`src/tmcr_pkg.sv`:
```
// constants for the thermal monitor configuration register bank
package tmcr_pkg;
  // register addresses
  localparam logic [7:0] ADDR_TRIP_LOCAL_PROG = 8'h13;
  localparam logic [7:0] ADDR_TRIP_REMOTE_PROG = 8'h14;
  localparam logic [7:0] ADDR_TRIP_LOCAL_DEF = 8'h17;
  localparam logic [7:0] ADDR_TRIP_REMOTE_DEF = 8'h18;
  localparam logic [7:0] ADDR_DEVICE_CONFIGURATION = 8'h40;
  localparam logic [7:0] ADDR_INTERRUPT_STATUS = 8'h41;
  localparam logic [7:0] ADDR_INTERRUPT_MASK = 8'h43;
  localparam logic [7:0] ADDR_INTERRUPT_MIRROR = 8'h4C;

  // device_configuration field positions
  localparam int CFG_RUN = 0;
  localparam int CFG_ALERT_OUTPUT_ENABLE = 1;
  localparam int CFG_ALERT_OUTPUT_CLEAR = 2;
  localparam int CFG_TRIP_POINT_LOCK = 3;
  localparam int CFG_SOFT_RESET = 4;
  localparam int CFG_FAN_STOP_RELEASE = 5;
  localparam int CFG_GENERAL_INPUT_INVERT = 6;
  localparam int CFG_SECOND_DIODE_SELECT = 7;

  // interrupt_status field positions
  localparam int STS_GENERAL_INPUT = 4;
  localparam int STS_THERMAL_INPUT = 6;
  localparam int STS_RESERVED = 3;

  // values after reset
  localparam logic [7:0] CFG_RESET = 8'h25;
  localparam logic [7:0] STATUS_RESET = 8'h00;
  localparam logic [7:0] MASK_RESET = 8'h00;
  localparam logic [7:0] TRIP_LOCAL_RESET = 8'h46;
  localparam logic [7:0] TRIP_REMOTE_RESET = 8'h64;
  localparam logic [7:0] RDATA_RESET = 8'h00;
  localparam logic [7:0] UNMAPPED_READ = 8'h00;

  // pin synchroniser reset levels: thermal_overload_pin, general input, secondary reset
  localparam logic [2:0] SYNC_RESET = 3'h5;
  localparam int SYNC_THERMAL_OVERLOAD_PIN = 0;
  localparam int SYNC_GPI = 1;
  localparam int SYNC_SECONDARY_RESET_INPUT = 2;
endpackage

```
`src/tmcr_config_bank.sv`:
```
// configuration, status, mask and trip point registers of the monitor
`timescale 1ns/1ps
`default_nettype none

// Contract
// - config bit 0 runs the device, zero means standby; resets one.
// - clearing run never deasserts the interrupt output by itself.
// - with run set, monitoring and limit comparison are enabled.
// - config bit 1 enables the interrupt output; resets zero.
// - config bit 2 holds interrupt output off, status kept; resets one.
// - setting bit 3 freezes both programmable trip point registers.
// - with lock set, fixed default trip points no longer steer outputs.
// - lock ignores writes until secondary reset or power-on; resets zero.
// - a one in bit 4 restores config (except lock), status, mirror and mask defaults.
// - soft reset bit returns to zero by itself.
// - bit 5 one floats fan-off pin, zero drives it low; resets one.
// - an asserted thermal overload pin forces bit 5 to one.
// - reading bit 5 returns the output buffer state, not the pin level.
// - bit 6 inverts the general input before detection; resets zero.
// - bit 7 gives shared pins to second diode; else thermal out, input.
// - interrupt status holds all zeros after power-on.
// - trip point writes take effect only while the lock is clear.
// - general input status bit is live, unlatched, not cleared by reads.
module tmcr_config_bank #(
  parameter int DATA_W = 8
) (
  input wire logic clk, // 25 MHz device clock
  input wire logic rst, // synchronous power-on reset, high
  input wire logic [7:0] reg_addr, // register address
  input wire logic reg_wr, // write strobe, one cycle
  input wire logic reg_rd, // read strobe, one cycle
  input wire logic [DATA_W-1:0] reg_wdata, // write data
  output logic [DATA_W-1:0] reg_rdata, // read data, registered
  input wire logic [DATA_W-1:0] status_event, // limit and fault events
  input wire logic thermal_overload_pin_drive_req, // converter asks for thermal out
  input wire logic thermal_overload_pin_i, // thermal overload pin level
  output logic thermal_overload_pin_o, // thermal overload pin drive value
  output logic thermal_overload_pin_oe, // thermal overload pin drive enable
  input wire logic gpi_i, // general purpose input pin
  input wire logic secondary_reset_input_n_i, // secondary reset input pin, low
  output logic fan_off_o, // fan-off pin drive value
  output logic fan_off_oe, // fan-off pin drive enable
  output logic int_n, // interrupt output, low active
  output logic monitor_run, // monitoring and comparison enable
  output logic trip_lock, // trip points locked
  output logic default_trip_active, // fixed defaults still steer outputs
  output logic [DATA_W-1:0] trip_local, // programmable local trip point
  output logic [DATA_W-1:0] trip_remote, // programmable remote trip point
  output logic second_diode_mode // shared pins serve second diode
);

  logic [2:0] sync1_ff;
  logic [2:0] sync2_ff;
  logic [DATA_W-1:0] cfg_ff;
  logic [DATA_W-1:0] nxt_cfg;
  logic [DATA_W-1:0] status_ff;
  logic [DATA_W-1:0] nxt_status;
  logic [DATA_W-1:0] mirror_ff;
  logic [DATA_W-1:0] nxt_mirror;
  logic [DATA_W-1:0] mask_ff;
  logic [DATA_W-1:0] nxt_mask;
  logic [DATA_W-1:0] trip_local_ff;
  logic [DATA_W-1:0] nxt_trip_local;
  logic [DATA_W-1:0] trip_remote_ff;
  logic [DATA_W-1:0] nxt_trip_remote;
  logic [DATA_W-1:0] rdata_ff;
  logic [DATA_W-1:0] nxt_rdata;
  logic int_ff;
  logic nxt_int;
  logic thermal_overload_pin_asserted;
  logic gpi_level;
  logic secondary_reset_input_active;
  logic soft_reset;
  logic [DATA_W-1:0] sticky_set;
  logic [DATA_W-1:0] live_bits;
  logic [DATA_W-1:0] status_view;
  logic [DATA_W-1:0] mirror_view;
  logic wr_cfg;
  logic rd_status;
  logic rd_mirror;
  logic wr_mask;
  logic wr_trip_ok;
  logic wr_trip_local;
  logic wr_trip_remote;
  logic [DATA_W-1:0] int_src;

  // pins pass two flops before any logic sees them
  always_ff @(posedge clk) begin
    if (rst) begin
      sync1_ff <= tmcr_pkg::SYNC_RESET;
      sync2_ff <= tmcr_pkg::SYNC_RESET;
    end else begin
      sync1_ff <= {secondary_reset_input_n_i, gpi_i, thermal_overload_pin_i};
      sync2_ff <= sync1_ff;
    end
  end

  assign secondary_reset_input_active = ~sync2_ff[tmcr_pkg::SYNC_SECONDARY_RESET_INPUT];
  // shared pins only mean thermal/general input in single-diode mode
  assign thermal_overload_pin_asserted = ~sync2_ff[tmcr_pkg::SYNC_THERMAL_OVERLOAD_PIN] &
    ~cfg_ff[tmcr_pkg::CFG_SECOND_DIODE_SELECT];
  assign gpi_level = (sync2_ff[tmcr_pkg::SYNC_GPI] ^
    cfg_ff[tmcr_pkg::CFG_GENERAL_INPUT_INVERT]) &
    ~cfg_ff[tmcr_pkg::CFG_SECOND_DIODE_SELECT];

  assign wr_cfg = reg_wr & (reg_addr == tmcr_pkg::ADDR_DEVICE_CONFIGURATION);
  // the reset bit is never stored, so it reads back zero at once
  assign soft_reset = wr_cfg & reg_wdata[tmcr_pkg::CFG_SOFT_RESET];
  assign rd_status = reg_rd & (reg_addr == tmcr_pkg::ADDR_INTERRUPT_STATUS);
  assign rd_mirror = reg_rd & (reg_addr == tmcr_pkg::ADDR_INTERRUPT_MIRROR);
  assign wr_mask = reg_wr & (reg_addr == tmcr_pkg::ADDR_INTERRUPT_MASK);

  // a set lock freezes both programmable trip points
  assign wr_trip_ok = reg_wr &
    ~cfg_ff[tmcr_pkg::CFG_TRIP_POINT_LOCK];
  assign wr_trip_local = wr_trip_ok &
    (reg_addr == tmcr_pkg::ADDR_TRIP_LOCAL_PROG);
  assign wr_trip_remote = wr_trip_ok &
    (reg_addr == tmcr_pkg::ADDR_TRIP_REMOTE_PROG);

  // limit events only count while the device runs
  always_comb begin
    sticky_set = '0;
    if (cfg_ff[tmcr_pkg::CFG_RUN]) begin
      sticky_set = status_event;
    end
    sticky_set[tmcr_pkg::STS_GENERAL_INPUT] = 1'b0;
    sticky_set[tmcr_pkg::STS_RESERVED] = 1'b0;
    sticky_set[tmcr_pkg::STS_THERMAL_INPUT] = thermal_overload_pin_asserted;
  end

  always_comb begin
    live_bits = '0;
    live_bits[tmcr_pkg::STS_GENERAL_INPUT] = gpi_level;
  end

  assign status_view = status_ff | live_bits;
  assign mirror_view = mirror_ff | live_bits;
  // live gpi level is an interrupt source too, not only a status bit
  assign int_src = (sticky_set | live_bits) & ~mask_ff;

  // configuration register
  always_comb begin
    nxt_cfg = cfg_ff;
    if (soft_reset) begin
      nxt_cfg = tmcr_pkg::CFG_RESET;
      // lock survives soft reset, only secondary or power-on reset frees it
      nxt_cfg[tmcr_pkg::CFG_TRIP_POINT_LOCK] =
        cfg_ff[tmcr_pkg::CFG_TRIP_POINT_LOCK];
    end else if (wr_cfg) begin
      nxt_cfg = reg_wdata;
      nxt_cfg[tmcr_pkg::CFG_SOFT_RESET] = 1'b0;
      // write once: a set lock ignores further writes
      nxt_cfg[tmcr_pkg::CFG_TRIP_POINT_LOCK] =
        cfg_ff[tmcr_pkg::CFG_TRIP_POINT_LOCK] |
        reg_wdata[tmcr_pkg::CFG_TRIP_POINT_LOCK];
    end
    if (secondary_reset_input_active) begin
      nxt_cfg[tmcr_pkg::CFG_TRIP_POINT_LOCK] = 1'b0;
    end
    // overload wins over any software setting of the fan bit
    if (thermal_overload_pin_asserted) begin
      nxt_cfg[tmcr_pkg::CFG_FAN_STOP_RELEASE] = 1'b1;
    end
  end

  always_ff @(posedge clk) begin
    if (rst) begin
      cfg_ff <= tmcr_pkg::CFG_RESET;
    end else begin
      cfg_ff <= nxt_cfg;
    end
  end

  // status and mirror: sticky, cleared on their own read, set wins
  always_comb begin
    nxt_status = status_ff;
    nxt_mirror = mirror_ff;
    if (soft_reset) begin
      nxt_status = tmcr_pkg::STATUS_RESET;
      nxt_mirror = tmcr_pkg::STATUS_RESET;
    end else begin
      // each register clears on its own read only
      if (rd_status) begin
        nxt_status = '0;
      end
      if (rd_mirror) begin
        nxt_mirror = '0;
      end
    end
    nxt_status = nxt_status | sticky_set;
    nxt_mirror = nxt_mirror | sticky_set;
  end

  always_ff @(posedge clk) begin
    if (rst) begin
      status_ff <= tmcr_pkg::STATUS_RESET;
      mirror_ff <= tmcr_pkg::STATUS_RESET;
    end else begin
      status_ff <= nxt_status;
      mirror_ff <= nxt_mirror;
    end
  end

  // mask and trip point registers
  always_comb begin
    nxt_mask = mask_ff;
    nxt_trip_local = trip_local_ff;
    nxt_trip_remote = trip_remote_ff;
    if (soft_reset) begin
      nxt_mask = tmcr_pkg::MASK_RESET;
    end else if (wr_mask) begin
      nxt_mask = reg_wdata;
      nxt_mask[tmcr_pkg::STS_RESERVED] = 1'b0;
    end
    if (wr_trip_local) begin
      nxt_trip_local = reg_wdata;
    end
    if (wr_trip_remote) begin
      nxt_trip_remote = reg_wdata;
    end
  end

  always_ff @(posedge clk) begin
    if (rst) begin
      mask_ff <= tmcr_pkg::MASK_RESET;
      trip_local_ff <= tmcr_pkg::TRIP_LOCAL_RESET;
      trip_remote_ff <= tmcr_pkg::TRIP_REMOTE_RESET;
    end else begin
      mask_ff <= nxt_mask;
      trip_local_ff <= nxt_trip_local;
      trip_remote_ff <= nxt_trip_remote;
    end
  end

  // interrupt latch: the clear bit is a level that holds it off;
  // run is deliberately absent so standby cannot drop a pending alert
  always_comb begin
    nxt_int = int_ff;
    if (cfg_ff[tmcr_pkg::CFG_ALERT_OUTPUT_ENABLE] &&
        |int_src) begin
      nxt_int = 1'b1;
    end
    if (cfg_ff[tmcr_pkg::CFG_ALERT_OUTPUT_CLEAR]) begin
      nxt_int = 1'b0;
    end
  end

  always_ff @(posedge clk) begin
    if (rst) begin
      int_ff <= 1'b0;
    end else begin
      int_ff <= nxt_int;
    end
  end

  // read data, registered one cycle after the strobe
  always_comb begin
    nxt_rdata = rdata_ff;
    if (reg_rd) begin
      case (reg_addr)
        tmcr_pkg::ADDR_DEVICE_CONFIGURATION: nxt_rdata = cfg_ff;
        tmcr_pkg::ADDR_INTERRUPT_STATUS: nxt_rdata = status_view;
        tmcr_pkg::ADDR_INTERRUPT_MASK: nxt_rdata = mask_ff;
        tmcr_pkg::ADDR_INTERRUPT_MIRROR: nxt_rdata = mirror_view;
        tmcr_pkg::ADDR_TRIP_LOCAL_PROG: nxt_rdata = trip_local_ff;
        tmcr_pkg::ADDR_TRIP_REMOTE_PROG: nxt_rdata = trip_remote_ff;
        tmcr_pkg::ADDR_TRIP_LOCAL_DEF: nxt_rdata = tmcr_pkg::TRIP_LOCAL_RESET;
        tmcr_pkg::ADDR_TRIP_REMOTE_DEF:
          nxt_rdata = tmcr_pkg::TRIP_REMOTE_RESET;
        default: nxt_rdata = tmcr_pkg::UNMAPPED_READ;
      endcase
    end
  end

  always_ff @(posedge clk) begin
    if (rst) begin
      rdata_ff <= tmcr_pkg::RDATA_RESET;
    end else begin
      rdata_ff <= nxt_rdata;
    end
  end

  assign reg_rdata = rdata_ff;
  assign int_n = ~int_ff;
  assign monitor_run = cfg_ff[tmcr_pkg::CFG_RUN];
  assign trip_lock = cfg_ff[tmcr_pkg::CFG_TRIP_POINT_LOCK];
  assign default_trip_active =
    ~cfg_ff[tmcr_pkg::CFG_TRIP_POINT_LOCK];
  assign trip_local = trip_local_ff;
  assign trip_remote = trip_remote_ff;
  assign second_diode_mode = cfg_ff[tmcr_pkg::CFG_SECOND_DIODE_SELECT];
  // open drain: only ever pulls low
  assign fan_off_o = 1'b0;
  assign fan_off_oe = ~cfg_ff[tmcr_pkg::CFG_FAN_STOP_RELEASE];
  assign thermal_overload_pin_o = 1'b0;
  assign thermal_overload_pin_oe = thermal_overload_pin_drive_req &
    ~cfg_ff[tmcr_pkg::CFG_SECOND_DIODE_SELECT];

endmodule

`default_nettype wire

```
`config.mk`:
```
export PLATFORM = sky130hd
export DESIGN_NAME = tmcr_config_bank
export DESIGN_NICKNAME = d
export VERILOG_FILES = /design/src/tmcr_pkg.sv /design/src/tmcr_config_bank.sv
export SDC_FILE = /design/constraint.sdc
export NUM_CORES = 1
export LEC_CHECK = 0
export BUFFER_PORTS_ARGS = -buffer_cell sky130_fd_sc_hd__buf_2
export CORE_ASPECT_RATIO = 1.75
export CORE_MARGIN = 1
export CORE_UTILIZATION = 55
export CTS_CLUSTER_SIZE = 24
export DETAILED_ROUTE_END_ITERATION = 10
export PLACE_DENSITY = 0.82
export SYNTH_ARGS = -nofsm -noshare
export SYNTH_HDL_FRONTEND = slang
export SYNTH_SLANG_ARGS = --single-unit
```
`constraint.sdc`:
```
create_clock -name clk -period 2.1 [get_ports clk]
set_input_delay 0.21 -clock clk [delete_from_list [all_inputs] [get_ports clk]]
set_output_delay 0.21 -clock clk [all_outputs]
set_load 0.005 [all_outputs]
```
==> results of run 1 <==
[registers in the layout (all words and copies together), names as in the netlist]
register	count
sync2_ff	3
status_ff	6
mask_ff	7
sync1_ff	3
trip_remote	8
reg_rdata	8
trip_local	8
mirror_ff	6
int_ff	1
cfg_ff	7
[metal layers]
metal	GRT usage	part of all wire	vias up
met2	0.503	0.50	123
met3	0.0719	0.059	39
met4	0.179	0.051	0
met1	0.325	0.39	1140
met5	0	0	-
li1	-	-	1150
[layout by cell type, fill, tap and decap left out, drive strengths merged, types with 7 or more instances in the layout]
| cell type | synthesis | routed |
|---|---|---|
| nor2b | 11 | 11 |
| clkbuf | 6 | 10 |
| buf | 15 | 64 |
| a22o | 13 | 13 |
| nor2 | 49 | 49 |
| nand2 | 7 | 7 |
| a211o | 7 | 7 |
| mux2i | 19 | 19 |
| o21ai | 7 | 7 |
| inv | 11 | 11 |
| nand3 | 7 | 7 |
| dfxtp | 57 | 57 |
| a21oi | 12 | 12 |
[cell type report]
cell class | count | share of cell area
multi-input cells | 201 | 0.447
flip-flops and latches | 57 | 0.358
repair buffers | 64 | 0.104
clock buffers | 10 | 0.0432
well taps | 52 | 0.0204
clock inverters | 4 | 0.0141
inverters | 11 | 0.0130
[cells by family after synthesis]
| logic type | Yosys count | synth area share |
|---|---|---|
| flip-flops | 57 | 0.416 |
| buffers and inverters | 32 | 0.0666 |
| multiplexers | 19 | 0.0693 |
| XOR/XNOR | 1 | 0.00319 |
| other | 1 | 0.00137 |
| AO/OA/AOI/OAI | 78 | 0.234 |
| AND/OR/NAND/NOR | 101 | 0.210 |
[stage by stage]
| stage | area, um2 | hold WS, ps | std cells |
|---|---|---|---|
| after floorplan | 2750 | 314 | 290 |
| after global placement | 3000 | 391 | 385 |
| after detailed placement | 3000 | 397 | 385 |
| after CTS | 3190 | 43.9 | 399 |
| after global routing | 3190 | 57.5 | 399 |
| final | 3190 | 54.9 | 399 |
[power groups by stage]
stage | Sequential (uW) | Clock, uW | Combinational, uW
floorplan | 1150 | 0 | 139
global placement | 1160 | 0 | 206
detailed placement | 1160 | 0 | 210
CTS | 1130 | 983 | 212
global route | 1140 | 1040 | 231
finish | 1140 | 972 | 214
[how the worst max path moves through the flow]
stage                     end  cells past startpoint   startpoint
6_report        trip_local[6]                      3    cfg_ff[3]
5_1_grt         trip_local[5]                      4    cfg_ff[3]
4_1_cts         trip_local[6]                      3    cfg_ff[3]
3_5_place_dp   trip_remote[6]                      5  reg_addr[5]
3_3_place_gp   trip_remote[6]                      5  reg_addr[5]
2_1_floorplan    reg_rdata[7]                      7  reg_addr[2]
[worst reg2reg max path, delay by kind of cell, from the launching register on]
kind	cells	cell delay (ps)
compound gates	1	420
flops	1	360
simple gates	2	710
==> impl_metrics.json, run 1 <==
{
  "min_period_over_period": 0.763,
  "hold_buffers": 0,
  "crit_type": "flop to flop",
  "syn_inst": 289,
  "drive_gt1_frac": 0.291,
  "initial_core_util": 0.578,
  "end_kind": "flop",
  "fp.dieArea_um2": 5280,
  "gr-total-overflow": 0,
  "async_flop_share": 0,
  "crit_path_max_incr_delay_ps": 420,
  "synth.largest_area_cell": "dfxtp_1",
  "avgSynthCellArea_um2": 9.49,
  "num_io_pins": 65,
  "max_freq_ghz": 0.624,
  "clock_sinks": 57,
  "htreeDepth": 3,
  "final.setup_skew_ps": 10.6,
  "synth_top_area_share": 0.416,
  "grt_max_degree": 32,
  "cts-root-buf": "clkbuf_8",
  "path_cells": "and2b_1, nand3_1, a211o_1",
  "clockBufferDepth": 2,
  "r2r-end": "trip_local[6]",
  "internal_power_uw": 1760,
  "min_from": "thermal_overload_pin_i",
  "grt_setup_unrepaired": "no",
  "critPathSlowestCell": "nand3_1",
  "relSlewSlack": 0.581,
  "swShare": 0.242,
  "finalHoldViolations": 0,
  "portBuffers": 59,
  "final_antenna_net_count": 0,
  "crit_fanout": 12,
  "maxCapViolCount": 0,
  "grt_usage": 0.293,
  "cp.arrival_ps": 1820,
  "vdd_drop_max_uv": 719,
  "hpwl_mm": 5.47,
  "min_path_cells": 2,
  "finalPower_uw": 2320,
  "hold_class": "input port to flop",
  "cts_tree": "done",
  "combPwrFrac": 0.092,
  "drtIter0Drc": 122,
  "cts.clk_slew.worst_paths_ps": 70,
  "synth.most_common_cell": "dfxtp_1",
  "ys_ff_latch": 57,
  "synth_commonest_cells": "dfxtp_1, nor2_1, mux2i_1, a22o_1, inv_1",
  "finalMaxSlewViolations": 0,
  "post_cts_buffers": 0,
  "regToRegStartpoint": "cfg_ff[3]",
  "hold_end": "sync1_ff[0]",
  "regArea_um2": 1140,
  "fill_cells": 401,
  "area_growth_pct": 16.1,
  "grt_pass1_vias": 2317,
  "antenna_found_initial": 0,
  "num_rows": 33,
  "utilization": 0.671,
  "die_h_um": 95.4,
  "status": "complete, no violations",
  "p_seq_frac": 0.489,
  "p_leak_uw": 0.00141,
  "grt_pass1_wl_mm": 11.7,
  "fin_crit_ps": 1600,
  "synth_ff_type": "dfxtp_1",
  "synth-edff-count": 0,
  "setup_viol": 0,
  "ff2ff_path_depth": 3,
  "ys_types": 60,
  "num_vias": 2452,
  "post_cts_resized": 0,
  "cp_top_family": "simple AND/OR/NAND/NOR gates",
  "switching_power_uw": 561,
  "route.detailed.drc": 0,
  "multi_input_area_um2": 1420,
  "setup_ws_ps": 498,
  "power_density_nw_per_um2": 728,
  "fp.coreArea_um2": 4750,
  "ys_seq_area_frac": 0.416,
  "clk_latency_ps": 330,
  "tightest_slew_ps": 627,
  "numCtsBuffers": 9,
  "pwr-share-clk": 0.419,
  "yosysWarningCount": 0,
  "cp.required_ps": 2320,
  "fin_tns_setup_ps": 0,
  "first_pass_iters": 5,
  "drt_wl_total_mm": 7.34,
  "die_w_um": 55.4,
  "antenna_cells": 0,
  "viasPerCell": 6.15,
  "post-place-ws_ps": 249,
  "regToRegSetupSlack_ps": 500,
  "synth.area.top_cells": "dfxtp_1, mux2i_1, nor2_1",
  "layout.nets": 376,
  "critPathLaunchType": "flop",
  "wire_per_inst_um": 18.4,
  "netlist_area_um2": 2740,
  "gp_congestion": 0.971,
  "cp.buffers_inverters": 0
}
(Power assumes the default switching activity.)
==> run 2: changes to the inputs <==
--- a/config.mk
+++ b/config.mk
@@ -5,13 +5,14 @@
 export SDC_FILE = /design/constraint.sdc
 export NUM_CORES = 1
 export LEC_CHECK = 0
+export ABC_AREA = 1
 export BUFFER_PORTS_ARGS = -buffer_cell sky130_fd_sc_hd__buf_2
 export CORE_ASPECT_RATIO = 1.75
 export CORE_MARGIN = 1
-export CORE_UTILIZATION = 55
+export CORE_UTILIZATION = 53
 export CTS_CLUSTER_SIZE = 24
 export DETAILED_ROUTE_END_ITERATION = 10
-export PLACE_DENSITY = 0.82
+export PLACE_DENSITY = 0.79
 export SYNTH_ARGS = -nofsm -noshare
 export SYNTH_HDL_FRONTEND = slang
 export SYNTH_SLANG_ARGS = --single-unit
==> constraint.sdc (replaced) <==
create_clock -name clk -period 1.5 [get_ports clk]
set_input_delay 0.15 -clock clk [delete_from_list [all_inputs] [get_ports clk]]
set_output_delay 0.15 -clock clk [all_outputs]
set_load 0.005 [all_outputs]
==> run 2 against run 1 <==
Critical endpoint is now int_ff. Utilization fell by 1.5 points. Sequential power increased by 37%. Final cell count rose by 25%. Maximum frequency is 20% higher. Hold slack worse by 37 ps. Highest routed layer unchanged. Critical path type unchanged. Area after synthesis is 0.27% higher. Total power increased by 32%. Largest cell class unchanged. Setup slack worse by 330 ps. Synthesized cell count rose by 31%. Wire length is 3.1% lower.
==> impl_metrics.json, run 2 <==
{
  "status": "complete, no violations",
  "gr-total-overflow": 0,
  "synth_adder_area_share": 0,
  "finalPower_uw": 3070,
  "yosys.area_share.simple": 0.383,
  "grt_setup_unrepaired": "no",
  "hold_class": "input port to flop",
  "portBuffers": 59,
  "route.detailed.drc": 0,
  "drtIter0Drc": 88,
  "clk_latency_ps": 340,
  "first_pass_iters": 5,
  "grt_usage": 0.276,
  "max_freq_ghz": 0.750,
  "clock_sinks": 57,
  "synth.largest_area_cell": "dfxtp_1",
  "num_rows": 34,
  "end_kind": "flop",
  "syn_inst": 379,
  "maxCapViolCount": 0,
  "fin_tns_setup_ps": 0,
  "dp.cells": 484,
  "synth_top_area_share": 0.415,
  "num_io_pins": 65,
  "cp.required_ps": 1770,
  "critPathLaunchType": "flop",
  "synth.most_common_cell": "nand2_1",
  "gp_congestion": 0.885,
  "clockBufferDepth": 2,
  "viasPerCell": 5.39,
  "ys_ff_latch": 57,
  "ys_types": 28,
  "fp.coreArea_um2": 4980,
  "min_period_over_period": 0.889,
  "numCtsBuffers": 9,
  "finalHoldViolations": 0,
  "p_leak_uw": 0.00162,
  "wire_per_inst_um": 14.2,
  "crit_type": "flop to flop",
  "finalMaxSlewViolations": 0,
  "antenna_found_initial": 0,
  "grt_pass1_wl_mm": 11.7,
  "area_growth_pct": 18.8,
  "async_flop_share": 0,
  "die_w_um": 56.5,
  "setup_viol": 0,
  "min_path_cells": 3,
  "synth_ff_type": "dfxtp_1",
  "cts.clk_slew.worst_paths_ps": 60,
  "avgSynthCellArea_um2": 7.26,
  "layout.nets": 475,
  "grt_max_degree": 32,
  "ff2ff_path_depth": 5,
  "synth_compound_area_frac": 0.107,
  "final_common_cell": "nand2_1",
  "synth.area.top_cells": "dfxtp_1, nand2_1, nand3_1",
  "synth_top_family_by_area": "simple AND/OR/NAND/NOR gates",
  "yosys.area_share.xor_xnor": 0.00318,
  "die_h_um": 97.3,
  "stdcell_count": 500,
  "htreeDepth": 3,
  "drive_gt1_frac": 0.256,
  "hold_ws_ps": 18.0,
  "netlist_area_um2": 2750,
  "num_vias": 2697,
  "fp.dieArea_um2": 5490,
  "synth_commonest_cells": "nand2_1, nand3_1, dfxtp_1, a21oi_1, inv_1",
  "muxShareOfSynthArea": 0,
  "grt_pass1_vias": 2575,
  "yosysWarningCount": 0,
  "synth-edff-count": 0,
  "layout_common_cells": "nand2_1, nand3_1, buf_2",
  "cp.arrival_ps": 1610,
  "initial_core_util": 0.553,
  "cts-root-buf": "clkbuf_8",
  "crit_fanout": 9,
  "antenna_cells": 0,
  "final.setup_skew_ps": 4.99,
  "fin_crit_ps": 1330,
  "final_antenna_net_count": 0,
  "vdd_drop_max_uv": 909,
  "drt_wl_total_mm": 7.12,
  "power_density_nw_per_um2": 939,
  "cts_tree": "done",
  "hpwl_mm": 5.27,
  "post_cts_resized": 0,
  "ys_seq_area_frac": 0.415
}
==> run 2: cell types whose count changed in the layout (fill, tap and decap cells not counted), sizes merged, moves of 7 or more <==
cell / previous run / this run
nand3: 7 / 62
nor2b: 11 / 0
mux2i: 19 / 0
a22o: 13 / 0
nand4: 0 / 8
a211o: 7 / 0
inv: 11 / 33
a21oi: 12 / 42
nand2: 7 / 106
nor2: 49 / 29
==> run 2: cell type report <==
class | instances | area [um2]
clock inverters | 3 | 17.5
flip-flops and latches | 57 | 1140
repair buffers | 70 | 395
fillers | 453 | 1710
inverters | 34 | 129
clock buffers | 11 | 151
multi-input cells | 271 | 1370
well taps | 54 | 67.6
==> run 2: critical path, cell delays in order (launching register included) <==
cell	delay, ps
dfxtp_1	510
nand2_1	180
or2_2	310
nand4_1	100
nand2_1	60
a21oi_1	110
==> run 2: logic make-up after synthesis <==
group | count (synthesis)
simple gates | 212
other cells | 1
flops | 57
xor+xnor | 1
compound gates | 56
buf+inv | 52
==> run 2: timing repair <==
item                                   in CTS  in global routing
setup buffers                               0                  0
endpoints found under the hold margin       2                  0
hold buffers                                2                  0
==> run 2: path summary, 6_finish.rpt <==
path	slack [ps]	from	endpoint
min reg2reg	410	sync1_ff[1]	sync2_ff[1]
min	20	gpi_i	sync1_ff[1]
max	170	cfg_ff[0]	int_ff
max reg2reg	170	cfg_ff[0]	int_ff
==> run 2: per-layer routing <==
metal,track usage,part of all wire
met5,0,0
met4,0.206,0.035
met3,0.0306,0.043
met2,0.453,0.53
met1,0.320,0.39
==> run 2: per-stage QoR <==
| step | utilization | instance area (um2) | setup WS [ps] |
|---|---|---|---|
| floorplan | - | 2750 | 364 |
| global placement | 0.618 | 3080 | 124 |
| detailed placement | 0.618 | 3080 | 89.1 |
| CTS | 0.656 | 3270 | 164 |
| global route | 0.656 | 3270 | 54.1 |
| finish | 0.656 | 3270 | 166 |
==> run 2: where the power goes <==
part           switching, uW  internal [uW]
Sequential              17.2           1550
Clock                    598            664
Combinational            156           87.8
Total                    771           2300
==> run 3: changes to the inputs <==
==> constraint.sdc (replaced) <==
create_clock -name clk -period 1.3 [get_ports clk]
set_input_delay 0.13 -clock clk [delete_from_list [all_inputs] [get_ports clk]]
set_output_delay 0.13 -clock clk [all_outputs]
set_load 0.005 [all_outputs]
==> run 3 against run 2 <==
Setup slack worse by 33 ps. Largest cell class unchanged. Largest power group unchanged. Count of clock-buffer cells in the layout unchanged. Non-clock buffer count up 17. Highest routed layer unchanged. Utilization up 3.4 points. Critical path depth up 2. First-iteration DRC count up 60%. Critical path type unchanged. Via count up 3.3%.
==> impl_metrics.json, run 3 (synthesized netlist as in run 2, its figures left out) <==
{
  "min_path_cells": 3,
  "area_growth_pct": 25.0,
  "cp.required_ps": 1530,
  "die_h_um": 97.3,
  "grt_usage": 0.287,
  "htreeDepth": 3,
  "end_kind": "flop",
  "clock_sinks": 57,
  "min_from": "reg_wdata[3]",
  "grt_max_degree": 21,
  "antenna_cells": 0,
  "clk_latency_ps": 340,
  "drive_gt1_frac": 0.284,
  "cts.clk_slew.worst_paths_ps": 60,
  "p_seq_frac": 0.482,
  "die_w_um": 56.5,
  "gr-total-overflow": 0,
  "final.setup_skew_ps": 7.20,
  "hpwl_mm": 5.50,
  "clockBufferDepth": 2,
  "crit_type": "flop to flop",
  "p_leak_uw": 0.00172,
  "grt_pass1_wl_mm": 12.2,
  "finalHoldViolations": 0,
  "cts_tree": "done",
  "drtIter0Drc": 141,
  "maxCapViolCount": 0,
  "antenna_found_initial": 0,
  "status": "complete, no violations",
  "viasPerCell": 5.37,
  "num_rows": 34,
  "portBuffers": 59,
  "gp_congestion": 0.872,
  "fill_cells": 425,
  "hold_class": "input port to flop",
  "pwr-share-clk": 0.438,
  "crit_fanout": 7,
  "final_antenna_net_count": 0,
  "vdd_drop_max_uv": 1370,
  "final_common_cell": "nand2_1",
  "numCtsBuffers": 9,
  "layout_common_cells": "nand2_1, nand3_1, buf_2",
  "setup_viol": 0,
  "num_vias": 2786,
  "cp.arrival_ps": 1400,
  "first_pass_iters": 6,
  "fin_tns_setup_ps": 0,
  "switching_power_uw": 918,
  "layout.nets": 492,
  "drt_wl_total_mm": 7.37,
  "multi_input_area_um2": 1370,
  "route.detailed.drc": 0,
  "finalPower_uw": 3750,
  "max_freq_ghz": 0.857,
  "fp.coreArea_um2": 4980,
  "num_io_pins": 65,
  "power_density_nw_per_um2": 1090,
  "initial_core_util": 0.553,
  "ff2ff_path_depth": 7,
  "critPathLaunchType": "flop",
  "regArea_um2": 1140,
  "crit_start": "cfg_ff[0]",
  "finalMaxSlewViolations": 0,
  "cts-root-buf": "clkbuf_8",
  "swShare": 0.245,
  "grt_setup_unrepaired": "no",
  "fin_crit_ps": 1170,
  "min_period_over_period": 0.898,
  "wire_per_inst_um": 14.2,
  "internal_power_uw": 2830,
  "grt_pass1_vias": 2771,
  "utilization": 0.691,
  "combPwrFrac": 0.081,
  "regToRegStartpoint": "cfg_ff[0]",
  "fp.dieArea_um2": 5490
}
## run 3: cell types whose count changed in the layout (fill, tap and decap cells not counted)
cell           before  now
clkbuf_1            0    1
dfxtp_2             0    1
clkinvlp_4          1    2
dfxtp_1            57   56
bufinv_16           0    1
clkbuf_8           11   10
buf_12              1    2
buf_4               8   23
dlygate4sd3_1       2    3
## run 3: path summary, 6_finish.rpt
path / to / slack (ps)
worst max-delay path: int_ff / 130
worst min-delay path: trip_remote[3] / 70
worst max register to register: int_ff / 130
worst min register to register: sync2_ff[1] / 410
## run 3: worst max-delay path: stages (launching register included)
cell	delay, ps
dfxtp_2	350
buf_4	150
nand3_1	80
o21ai_0	80
nor2_1	140
nand4_1	100
nand2_1	80
a21oi_1	60
## run 3: routing by layer
metal / wire length, um / GRT usage / vias to the layer above
li1: - / - / 1396
met1: 2890 / 0.308 / 1271
met2: 3810 / 0.484 / 94
met3: 308 / 0.0679 / 25
met4: 357 / 0.197 / 0
met5: 0 / 0 / -
## run 3: layout make-up
class,instances,area share
well taps,54,0.0197
inverters,34,0.0375
flip-flops and latches,57,0.332
repair buffers,87,0.156
multi-input cells,271,0.397
clock buffers,11,0.0411
clock inverters,5,0.0160
## run 3: power by group through the flow
stage / Clock, uW / Combinational [uW] / Sequential (uW)
2_1_floorplan: 0 / 178 / 1840
4_1_cts: 1640 / 300 / 1800
3_5_place_dp: 0 / 291 / 1840
3_3_place_gp: 0 / 285 / 1840
6_report: 1640 / 303 / 1810
5_1_grt: 1730 / 334 / 1810
## run 3: per-stage QoR
step | instances | setup slack, ps | hold WS (ps) | area (um2)
CTS | 519 | 45.5 | 61.1 | 3440
detailed placement | 500 | -27.1 | 319 | 3210
global route | 519 | 42.2 | 64.5 | 3440
global placement | 500 | -6.65 | 314 | 3210
floorplan | 380 | 184 | 234 | 2750
finish | 519 | 133 | 65.5 | 3440
## run 3: timing repair
action,in CTS,in global routing
gates resized for setup,0,1
buffers inserted,0,0
endpoints found under the setup margin,0,1
hold buffers,3,0
endpoints found under the hold margin,3,0
